**src/hw/asm_regs.svh**
```systemverilog
// register codes, field positions, reset values and frame lengths of the status/mode bank
`ifndef ASM_REGS_SVH
`define ASM_REGS_SVH

// ------------------------------------------------------------
// register select codes
// ------------------------------------------------------------
`define ASM_RS_STATUS 3'h0
`define ASM_RS_MODE 3'h1
`define ASM_RS_CONFIG 3'h2
`define ASM_RS_DATA 3'h3
`define ASM_RS_IDENT 3'h4
`define ASM_RS_GPO 3'h5
`define ASM_RS_OFFSET 3'h6
`define ASM_RS_FSCALE 3'h7

// ------------------------------------------------------------
// reset values
// ------------------------------------------------------------
`define ASM_STATUS_RESET 8'h80
`define ASM_MODE_RESET 24'h080060
`define ASM_MODE_WMASK 24'hFFBFFF

// ------------------------------------------------------------
// status fields
// ------------------------------------------------------------
`define ASM_SR_RDY 7
`define ASM_SR_ERR 6
`define ASM_SR_REFMISS 5
`define ASM_SR_PARITY 4

// ------------------------------------------------------------
// mode fields
// ------------------------------------------------------------
`define ASM_MR_MODE_HI 23
`define ASM_MR_MODE_LO 21
`define ASM_MR_APPEND 20
`define ASM_MR_CLK_HI 19
`define ASM_MR_CLK_LO 18
`define ASM_MR_AVG_HI 17
`define ASM_MR_AVG_LO 16
`define ASM_MR_THIRD 15
`define ASM_MR_PARITY 13
`define ASM_MR_CLKDIV 12
`define ASM_MR_SINGLE 11
`define ASM_MR_NOTCH60 10
`define ASM_MR_RATE_HI 9

// ------------------------------------------------------------
// serial frame lengths in bits
// ------------------------------------------------------------
`define ASM_LEN_NONE 6'h00
`define ASM_LEN_BYTE 6'h08
`define ASM_LEN_WORD 6'h18
`define ASM_LEN_WORD_STATUS 6'h20
`define ASM_CMD_BITS 6'h07

`endif

```
**src/hw/asm_pkg.sv**
```systemverilog
// types shared by the status/mode register bank
package asm_pkg;

  // ------------------------------------------------------------
  // serial interface states
  // ------------------------------------------------------------
  typedef enum logic [1:0] {
    ASM_ST_IDLE = 2'b00,
    ASM_ST_CMD = 2'b01,
    ASM_ST_DATA = 2'b10
  } asm_state_t;

endpackage

```
**src/hw/asm_status_mode.sv**
```systemverilog
// status and mode registers of the converter serial register bank
//
// Function
// RQ1: 8-bit read-only status, code 000, reset 0x80
// RQ2: status shifts out bit 7 first
// RQ3: ready-pending clears when new result stored
// RQ4: ready-pending sets after data read, before overwrite
// RQ5: ready-pending sets on low power, sync low
// RQ6: serial-out pin also shows end of conversion
// RQ7: error bit follows clamped results with ready
// RQ8: error bit sets on calibration faults
// RQ9: reference-missing bit tracks low reference, clamps ones
// RQ10: parity bit shows odd ones in data
// RQ11: host should append status when using parity
// RQ12: append status after data on each read
// RQ13: channel tag is that of held result
// RQ14: 24-bit mode register, code 001, reset 0x080060
// RQ15: mode register transfers bit 23 first
// RQ16: mode write resets filter, sets ready-pending
// RQ17: mode fields placed at documented bit positions
// RQ18: reset sets clock bit 19, rate bits 6,5
// RQ19: select bits pick register; 000 read status
`timescale 1ns/1ps
`include "asm_regs.svh"

module asm_status_mode #(
  parameter int DATA_W = 24
) (
  // clock and reset
  input wire logic ref_clk,
  input wire logic srst,
  // serial pins
  input wire logic sclk,
  input wire logic din,
  input wire logic cs_n,
  input wire logic filter_sync_n,
  output logic dout_rdy,
  output logic dout_rdy_oe,
  // converter core
  input wire logic result_valid,
  input wire logic [DATA_W-1:0] result_data,
  input wire logic result_clamped,
  input wire logic [3:0] result_channel,
  input wire logic update_warn,
  input wire logic low_power_entry,
  input wire logic cal_error,
  input wire logic ref_low,
  input wire logic reference_detect_enable,
  // mode controls
  output logic filter_reset,
  output logic [2:0] operating_mode_select,
  output logic append_status_enable,
  output logic [1:0] clock_source_select,
  output logic fast_settle_average_hi,
  output logic fast_settle_average_lo,
  output logic third_order_filter_select,
  output logic parity_check_enable,
  output logic clock_halve_enable,
  output logic single_cycle_settle,
  output logic notch_sixty_hz_enable,
  output logic [9:0] rate_word,
  // status view
  output logic [7:0] converter_status
);

  // ------------------------------------------------------------
  // pin synchronisers and edge detection
  // ------------------------------------------------------------
  logic [3:0] pins_s;
  logic sclk_s;
  logic din_s;
  logic cs_n_s;
  logic fsync_n_s;
  logic sclk_d_r;
  logic sclk_rise;
  logic sclk_fall;

  asm_pin_sync #(
    .W(4),
    .RST_VAL(4'hF)
  ) u_sync (
    .ref_clk(ref_clk),
    .srst(srst),
    .pin_in({sclk, din, cs_n, filter_sync_n}),
    .pin_sync(pins_s)
  );

  assign sclk_s = pins_s[3];
  assign din_s = pins_s[2];
  assign cs_n_s = pins_s[1];
  assign fsync_n_s = pins_s[0];

  always_ff @(posedge ref_clk) begin
    if (srst) begin
      sclk_d_r <= 1'b1;
    end else begin
      sclk_d_r <= sclk_s;
    end
  end

  assign sclk_rise = sclk_s & ~sclk_d_r;
  assign sclk_fall = ~sclk_s & sclk_d_r;

  // ------------------------------------------------------------
  // helpers
  // ------------------------------------------------------------
  // bits in the data phase for a register code and direction
  function automatic logic [5:0] frame_len(input logic [2:0] rs, input logic rd,
                                           input logic app);
    logic [5:0] len;
    len = `ASM_LEN_NONE;
    case (rs)
      `ASM_RS_STATUS: begin
        len = rd ? `ASM_LEN_BYTE : `ASM_LEN_NONE; // RQ19
      end
      `ASM_RS_DATA: begin
        if (rd) begin
          len = app ? `ASM_LEN_WORD_STATUS : `ASM_LEN_WORD; // RQ12
        end
      end
      `ASM_RS_IDENT, `ASM_RS_GPO: begin
        len = `ASM_LEN_BYTE;
      end
      default: begin
        len = `ASM_LEN_WORD;
      end
    endcase
    return len;
  endfunction

  // left-aligned read word, first bit at the top
  function automatic logic [31:0] read_word(input logic [2:0] rs, input logic [7:0] sts,
                                            input logic [23:0] mode, input logic [23:0] dat);
    logic [31:0] w;
    w = 32'h0;
    case (rs)
      `ASM_RS_STATUS: begin
        w = {sts, 24'h0}; // RQ1 RQ2
      end
      `ASM_RS_MODE: begin
        w = {mode, 8'h0}; // RQ15
      end
      `ASM_RS_DATA: begin
        w = {dat, sts}; // RQ12
      end
      default: begin
        w = 32'h0;
      end
    endcase
    return w;
  endfunction

  // ------------------------------------------------------------
  // serial interface
  // ------------------------------------------------------------
  asm_pkg::asm_state_t state_r, state_nxt;
  logic [5:0] cnt_r, cnt_nxt;
  logic [5:0] len_r, len_nxt;
  logic [23:0] rx_r, rx_nxt;
  logic [31:0] tx_r, tx_nxt;
  logic rd_r, rd_nxt;
  logic [2:0] rs_r, rs_nxt;
  logic dout_r, dout_nxt;
  logic oe_r, oe_nxt;
  logic mode_wr;
  logic data_rd_done;
  logic [6:0] cmd;
  logic [31:0] rword;
  logic [23:0] data_r, data_nxt;
  logic [7:0] status_r, status_nxt;
  logic [23:0] mode_r, mode_nxt;

  assign cmd = {rx_r[5:0], din_s};
  assign rword = read_word(cmd[5:3], status_r, mode_r, data_r);

  always_comb begin
    state_nxt = state_r;
    cnt_nxt = cnt_r;
    len_nxt = len_r;
    rx_nxt = rx_r;
    tx_nxt = tx_r;
    rd_nxt = rd_r;
    rs_nxt = rs_r;
    dout_nxt = dout_r;
    oe_nxt = ~cs_n_s;
    mode_wr = 1'b0;
    data_rd_done = 1'b0;
    if (cs_n_s) begin
      // deselect aborts any frame in flight
      state_nxt = asm_pkg::ASM_ST_IDLE;
      cnt_nxt = 6'h00;
      dout_nxt = status_r[`ASM_SR_RDY];
    end else begin
      case (state_r)
        asm_pkg::ASM_ST_IDLE: begin
          dout_nxt = status_r[`ASM_SR_RDY]; // RQ6
          if (sclk_rise && !din_s) begin
            state_nxt = asm_pkg::ASM_ST_CMD;
            cnt_nxt = 6'h00;
          end
        end
        asm_pkg::ASM_ST_CMD: begin
          if (sclk_rise) begin
            rx_nxt = {rx_r[22:0], din_s};
            cnt_nxt = cnt_r + 6'h01;
            if (cnt_r == `ASM_CMD_BITS - 6'h01) begin
              rd_nxt = cmd[6];
              rs_nxt = cmd[5:3]; // RQ19
              len_nxt = frame_len(cmd[5:3], cmd[6], mode_r[`ASM_MR_APPEND]);
              cnt_nxt = 6'h00;
              if (len_nxt == `ASM_LEN_NONE) begin
                state_nxt = asm_pkg::ASM_ST_IDLE;
              end else begin
                state_nxt = asm_pkg::ASM_ST_DATA;
                if (cmd[6]) begin
                  tx_nxt = rword;
                  dout_nxt = rword[31]; // RQ2 RQ15
                end
              end
            end
          end
        end
        asm_pkg::ASM_ST_DATA: begin
          if (rd_r && sclk_fall) begin
            // bit goes out on the fall so a host sampling on the rise sees the msb first
            tx_nxt = {tx_r[30:0], 1'b0};
            dout_nxt = tx_r[31]; // RQ2 RQ15
          end
          if (sclk_rise) begin
            rx_nxt = {rx_r[22:0], din_s};
            cnt_nxt = cnt_r + 6'h01;
            if (cnt_r == len_r - 6'h01) begin
              state_nxt = asm_pkg::ASM_ST_IDLE;
              if (!rd_r && rs_r == `ASM_RS_MODE) begin
                mode_wr = 1'b1; // RQ14
              end
              if (rd_r && rs_r == `ASM_RS_DATA) begin
                data_rd_done = 1'b1; // RQ4
              end
            end
          end
        end
        default: begin
          state_nxt = asm_pkg::ASM_ST_IDLE;
        end
      endcase
    end
  end

  always_ff @(posedge ref_clk) begin
    if (srst) begin
      state_r <= asm_pkg::ASM_ST_IDLE;
      cnt_r <= 6'h00;
      len_r <= 6'h00;
      rx_r <= 24'h0;
      tx_r <= 32'h0;
      rd_r <= 1'b0;
      rs_r <= 3'h0;
      dout_r <= 1'b1;
      oe_r <= 1'b0;
    end else begin
      state_r <= state_nxt;
      cnt_r <= cnt_nxt;
      len_r <= len_nxt;
      rx_r <= rx_nxt;
      tx_r <= tx_nxt;
      rd_r <= rd_nxt;
      rs_r <= rs_nxt;
      dout_r <= dout_nxt;
      oe_r <= oe_nxt;
    end
  end

  // ------------------------------------------------------------
  // status register and held result
  // ------------------------------------------------------------
  logic rdy_v;
  logic err_v;
  logic ref_miss_v;
  logic [3:0] chan_v;

  always_comb begin
    rdy_v = status_r[`ASM_SR_RDY];
    err_v = status_r[`ASM_SR_ERR];
    chan_v = status_r[3:0];
    data_nxt = data_r;
    ref_miss_v = reference_detect_enable & ref_low; // RQ9
    if (result_valid) begin
      rdy_v = 1'b0; // RQ3
      err_v = result_clamped | ref_miss_v; // RQ7
      data_nxt = ref_miss_v ? {DATA_W{1'b1}} : result_data; // RQ9
      chan_v = result_channel; // RQ13
    end
    if (cal_error) begin
      err_v = 1'b1; // RQ8
    end
    // set events win over a result arriving in the same cycle
    if (data_rd_done || update_warn) begin
      rdy_v = 1'b1; // RQ4
    end
    if (low_power_entry || !fsync_n_s) begin
      rdy_v = 1'b1; // RQ5
    end
    if (mode_wr) begin
      rdy_v = 1'b1; // RQ16
    end
    status_nxt = {rdy_v, err_v, ref_miss_v,
                  mode_nxt[`ASM_MR_PARITY] & (^data_nxt), chan_v}; // RQ10
  end

  always_ff @(posedge ref_clk) begin
    if (srst) begin
      status_r <= `ASM_STATUS_RESET; // RQ1
      data_r <= 24'h0;
    end else begin
      status_r <= status_nxt;
      data_r <= data_nxt;
    end
  end

  // ------------------------------------------------------------
  // mode register
  // ------------------------------------------------------------
  logic filt_rst_r, filt_rst_nxt;

  always_comb begin
    mode_nxt = mode_r;
    filt_rst_nxt = 1'b0;
    if (mode_wr) begin
      // bit 14 is held at zero whatever is written
      mode_nxt = {rx_r[22:0], din_s} & `ASM_MODE_WMASK; // RQ17
      filt_rst_nxt = 1'b1; // RQ16
    end
  end

  always_ff @(posedge ref_clk) begin
    if (srst) begin
      mode_r <= `ASM_MODE_RESET; // RQ14 RQ18
      filt_rst_r <= 1'b0;
    end else begin
      mode_r <= mode_nxt;
      filt_rst_r <= filt_rst_nxt;
    end
  end

  // ------------------------------------------------------------
  // outputs
  // ------------------------------------------------------------
  assign dout_rdy = dout_r;
  assign dout_rdy_oe = oe_r;
  assign filter_reset = filt_rst_r;
  assign converter_status = status_r;
  assign operating_mode_select = mode_r[`ASM_MR_MODE_HI:`ASM_MR_MODE_LO]; // RQ17
  assign append_status_enable = mode_r[`ASM_MR_APPEND];
  assign clock_source_select = mode_r[`ASM_MR_CLK_HI:`ASM_MR_CLK_LO];
  assign fast_settle_average_hi = mode_r[`ASM_MR_AVG_HI];
  assign fast_settle_average_lo = mode_r[`ASM_MR_AVG_LO];
  assign third_order_filter_select = mode_r[`ASM_MR_THIRD];
  assign parity_check_enable = mode_r[`ASM_MR_PARITY];
  assign clock_halve_enable = mode_r[`ASM_MR_CLKDIV];
  assign single_cycle_settle = mode_r[`ASM_MR_SINGLE];
  assign notch_sixty_hz_enable = mode_r[`ASM_MR_NOTCH60];
  assign rate_word = mode_r[`ASM_MR_RATE_HI:0];

endmodule

```
**src/hw/asm_pin_sync.sv**
```systemverilog
// two-stage synchroniser for pins arriving from outside the ref_clk domain
`timescale 1ns/1ps

module asm_pin_sync #(
  parameter int W = 4,
  parameter logic [W-1:0] RST_VAL = '0
) (
  // clock and reset
  input wire logic ref_clk,
  input wire logic srst,
  // pins
  input wire logic [W-1:0] pin_in,
  // synchronised levels
  output logic [W-1:0] pin_sync
);

  logic [W-1:0] meta_r;
  logic [W-1:0] sync_r;

  always_ff @(posedge ref_clk) begin
    if (srst) begin
      meta_r <= RST_VAL;
      sync_r <= RST_VAL;
    end else begin
      meta_r <= pin_in;
      sync_r <= meta_r;
    end
  end

  assign pin_sync = sync_r;

endmodule

```
**config.mk**
```make
export PLATFORM = sky130hd
export DESIGN_NAME = asm_status_mode
export DESIGN_NICKNAME = d
export VERILOG_FILES = /design/src/hw/asm_pkg.sv /design/src/hw/asm_status_mode.sv /design/src/hw/asm_pin_sync.sv
export VERILOG_INCLUDE_DIRS = /design/src /design/src/hw
export SDC_FILE = /design/constraint.sdc
export NUM_CORES = 1
export LEC_CHECK = 0
export BUFFER_PORTS_ARGS = -buffer_cell sky130_fd_sc_hd__buf_2
export CAP_MARGIN = 25
export CORE_ASPECT_RATIO = 0.8
export CORE_UTILIZATION = 55
export DETAILED_ROUTE_END_ITERATION = 6
export PLACE_DENSITY = 0.72
export SYNTH_ARGS = -nofsm -noshare
export SYNTH_HDL_FRONTEND = slang
export SYNTH_SLANG_ARGS = --single-unit
```
**constraint.sdc**
```tcl
create_clock -name ref_clk -period 7 [get_ports ref_clk]
set_input_delay 0.7 -clock ref_clk [delete_from_list [all_inputs] [get_ports ref_clk]]
set_output_delay 0.7 -clock ref_clk [all_outputs]
set_load 0.02 [all_outputs]
```
==> run summary <==
For the wire length of the first global-routing pass, the log shows 25600 um. The flow ran to the end, and the final reports show no timing, DRC or antenna violations. After layout, the worst path uses 41.19% of the clock period. Once detail routing completed, the nets flagged for antenna violations numbered 0. The path class of the tightest hold or removal check is reg -> reg.

The via count of the first global-routing pass was 5154; the final-layout fill cell count was 938. Clock-pin slew was measured on the worst setup and hold paths at 60 ps. The final route contains 5392 vias.

The worst clock skew is 4.558 ps. Global routing consumed, over all layers together, 28.26% of the routing resources. Summed over all failing endpoints, the final setup total negative slack is 0 ps. In this run the static leakage power is 2.599 nW. For the insertion delay to the later sink of the worst-skew pair, the log shows 430 ps. Derived from the worst setup path, the maximum achievable clock frequency is 346.8 MHz. Counting flops with a built-in enable in the synthesized netlist gives 0.

The area of the placeable core came out at 10930 um^2. The count of standard-cell rows is 34, and the total DRC errors in the routed layout is 0. The critical path buffer and inverter count is 1, and the final weighted congestion in routability-driven placement is 0.8036.

The H-tree was split into 4 levels. The cell area that synthesis handed to floorplanning was 6235 um^2. The worst setup path is of the reg -> reg kind. The average routed wire per standard cell is 16.45 um, and the total overflow reported by the global router is 0. Worst flop-to-flop path startpoint: len_r[3]. The repair_antennas step left the layout with diodes totalling 0.

The share of the Yosys chip area taken by registers is 43.99%. Once the floorplan was initialized, standard cells occupied 57.03% of the core. From left edge to right edge, the die measures 121.0 um. Placed wire-length estimate after detailed placement: 10460 um. The tools report the type of destination of the critical path as a flop. Counting along the longest clock path gives a buffer depth of 2. TritonCTS built the clock tree. Entering global routing, the biggest net connects 74 pins. The run gives 0.001765 W as the power consumption. During placement, the flow inserted port buffers numbering 74. Relative to the synthesized area, the layout overhead comes to 14.59%. Overall routed net length: 15600 um. The worst hold path begins at u_sync.meta_r[0]. After detailed placement, the design holds a cell count of 916. The maximum fanout encountered on the critical timing path came out at 22. The tools report the number of distinct library cell variants in the gate-level netlist after synthesis as 52. Proportion of layout cells with a drive suffix above 1: 18.41%. The endpoint required time on the critical path is 7350 ps, and the quantity of hold-fixing buffers added after cts is 0. For the number of detailed-routing iterations run before antenna repair, the log shows 5. Family with the most delay on the worst path: simple AND/OR/NAND/NOR gates. The logs give 792 for the net count after synthesis and 3240 ps for the worst endpoint data arrival time. The post-cts resize count is 0.

The logs give 0 for the max-slew violation count and 11770 um^2 for the area of the die. In this run the tightest slew margin relative to its limit is 34.03%. The fraction of synthesis flops using an asynchronous set or reset pin is 0%, and the setup violation total in the final timing report is 0. The largest vdd supply drop was 0.1932 mV. Traced cell by cell, the critical path runs through inv_1, ha_1, xnor2_1, or4_4, or2_4, nor3_4, nand2_1, a21oi_2. Yosys printed 0 warnings. Averaged over all synthesized cells, the footprint is 8.380 um^2. The tools report the type of element launching the critical path as a flop. For this design, the sink count on the clock tree is 137.

The run gives 0 as the count of final hold-check violations. Clock tree synthesis selected as its root buffer the cell sky130_fd_sc_hd__clkbuf_16. The count of cells in the finished layout, fillers not included, comes to 948.

The timing startpoint of the critical path was len_r[3]. On the critical path, the stage with the largest delay is an instance of sky130_fd_sc_hd__nor3_4. The slew at the pin closest to its max-slew limit is 989.6 ps, and the power density normalized to cell area is 247.1 nW/um^2. The number of design-rule violations left by the first detailed-router iteration was 430. The number of maximum-capacitance violations is 0, and the number of I/O pins is 75. For this run, the slowest stage of the critical path takes 730 ps. In the routed layout, each cell is associated on average with a via count of 5.688. The height of the chip was 97.23 um; the cell count after synthesis was 744. The number of nets in the layout came out at 839.

The final critical delay including setup and external delays was 2884 ps; the number of synthesized register bits was 137. After clock tree synthesis, the setup repair step added 0 buffers. Commonest register cell after synthesis: sky130_fd_sc_hd__dfxtp_1. The number of antenna violations at the first check in global routing came out at 0. Clock tree synthesis inserted a total of 17 buffers.

Setup repair after global routing left no endpoint under its margin.
-- registers in the layout (all words and copies together) (netlist names), 2 cells and up --
signal            cells
converter_status      8
tx_r                 32
data_r               24
u_sync.meta_r         4
state_r               2
rx_r                 23
cnt_r                 6
len_r                 3
u_sync.pin_sync       4
rs_r                  3
mode_r               23
-- cells in the mapped netlist (8+ instances only) --
cell type | count | share of area (%)
sky130_fd_sc_hd__mux2_2 | 8 | 1.4
sky130_fd_sc_hd__or2_2 | 11 | 1.1
sky130_fd_sc_hd__a211oi_1 | 25 | 3.0
sky130_fd_sc_hd__a21oi_2 | 16 | 2.2
sky130_fd_sc_hd__o21ai_0 | 13 | 1.0
sky130_fd_sc_hd__clkbuf_1 | 37 | 2.2
sky130_fd_sc_hd__a21oi_1 | 58 | 4.7
sky130_fd_sc_hd__a22o_1 | 8 | 1.1
sky130_fd_sc_hd__o211ai_1 | 10 | 1.2
sky130_fd_sc_hd__nor3_1 | 34 | 2.7
sky130_fd_sc_hd__dfxtp_1 | 137 | 44
sky130_fd_sc_hd__a22oi_1 | 8 | 0.96
sky130_fd_sc_hd__mux2i_1 | 25 | 4.0
sky130_fd_sc_hd__nor2_1 | 121 | 7.3
sky130_fd_sc_hd__nand2_1 | 111 | 6.7
sky130_fd_sc_hd__xnor2_1 | 28 | 3.9
sky130_fd_sc_hd__inv_1 | 8 | 0.48
-- placed cells by master, fill, tap and decap left out, types with 2 or more instances in the layout --
cell type	Yosys	layout
sky130_fd_sc_hd__a211oi_1	25	25
sky130_fd_sc_hd__a21oi_1	58	58
sky130_fd_sc_hd__a21oi_2	16	16
sky130_fd_sc_hd__a22o_1	8	8
sky130_fd_sc_hd__a22oi_1	8	8
sky130_fd_sc_hd__and2_1	2	2
sky130_fd_sc_hd__buf_2	4	73
sky130_fd_sc_hd__buf_4	0	6
sky130_fd_sc_hd__clkbuf_1	37	6
sky130_fd_sc_hd__clkbuf_16	0	17
sky130_fd_sc_hd__clkbuf_8	0	2
sky130_fd_sc_hd__clkinv_2	0	3
sky130_fd_sc_hd__clkinvlp_4	0	2
sky130_fd_sc_hd__dfxtp_1	137	137
sky130_fd_sc_hd__ha_1	7	7
sky130_fd_sc_hd__inv_1	8	8
sky130_fd_sc_hd__mux2_2	8	8
sky130_fd_sc_hd__mux2i_1	25	25
sky130_fd_sc_hd__nand2_1	111	111
sky130_fd_sc_hd__nand2b_1	6	6
sky130_fd_sc_hd__nand3_1	5	5
sky130_fd_sc_hd__nand3b_1	3	3
sky130_fd_sc_hd__nand4b_1	2	2
sky130_fd_sc_hd__nor2_1	121	120
sky130_fd_sc_hd__nor2b_1	4	4
sky130_fd_sc_hd__nor3_1	34	34
sky130_fd_sc_hd__nor3_4	1	2
sky130_fd_sc_hd__nor3b_1	3	3
sky130_fd_sc_hd__nor4bb_1	2	2
sky130_fd_sc_hd__o211ai_1	10	10
sky130_fd_sc_hd__o21ai_0	13	13
sky130_fd_sc_hd__o22ai_1	5	5
sky130_fd_sc_hd__or2_2	11	11
sky130_fd_sc_hd__or3_1	5	5
sky130_fd_sc_hd__or4_4	2	2
sky130_fd_sc_hd__xnor2_1	28	28
sky130_fd_sc_hd__xnor3_1	3	3
sky130_fd_sc_hd__xor2_1	5	5
-- final timing paths --
kind                         to  slack (ps)  cells past startpoint
max reg2reg          mode_r[21]        4120                      8
min reg2reg  u_sync.pin_sync[0]         400                      1
max                  mode_r[21]        4120                      8
min          u_sync.pin_sync[0]         400                      1
-- logic make-up (layout without fill, tap and decap cells) --
logic type | count (synthesis) | in the layout | share of synthesized area [%]
buffers and inverters | 59 | 119 | 4.234
muxes | 33 | 33 | 5.459
adders and majority gates | 7 | 7 | 1.405
xor gates and xnor gates | 37 | 37 | 6.101
AOI/OAI and AO/OA | 151 | 151 | 15.95
and+or+nand+nor | 320 | 320 | 22.86
DFF | 137 | 137 | 43.99
-- per-stage QoR --
stage | area, um^2 | setup slack [ps] | hold slack [ps] | utilization (%)
after global routing | 7144 | 4007 | 421.9 | 65.35
after floorplan | 6235 | 4759 | 389.5 | -
after global placement | 6600 | 3874 | 390.6 | 60.37
after CTS | 7144 | 4130 | 404.4 | 65.35
after detailed placement | 6600 | 3802 | 393.3 | 60.37
final | 7144 | 4116 | 404.4 | 65.35
-- power by group --
group	internal, W	leakage [nW]	switching [W]
clock	0.000505	0.261	0.000326
sequential	0.000796	1.11	0.0000154
combinational	0.0000609	1.22	0.0000621
-- routing by layer --
layer | vias to the layer above | share of wire, % | wire, um | global-route usage [%]
li1 | 2639 | - | - | -
met1 | 2525 | 47 | 7305 | 38.87
met2 | 202 | 45 | 6958 | 42.33
met3 | 26 | 6.6 | 1023 | 6.338
met4 | 0 | 2.0 | 308 | 12.35
met5 | - | 0 | 0 | 0
-- layout make-up --
cell class              instances  area, um^2  area share (%)
well taps                     144       180.2           2.522
clock inverters                 7       68.82          0.9632
clock buffers                  25       475.5           6.655
repair buffers                 79       410.4           5.744
flip-flops and latches        137        2743           38.39
inverters                       8       30.03          0.4203
multi-input cells             548        3237           45.31
Power figures use the tool's default switching activity.
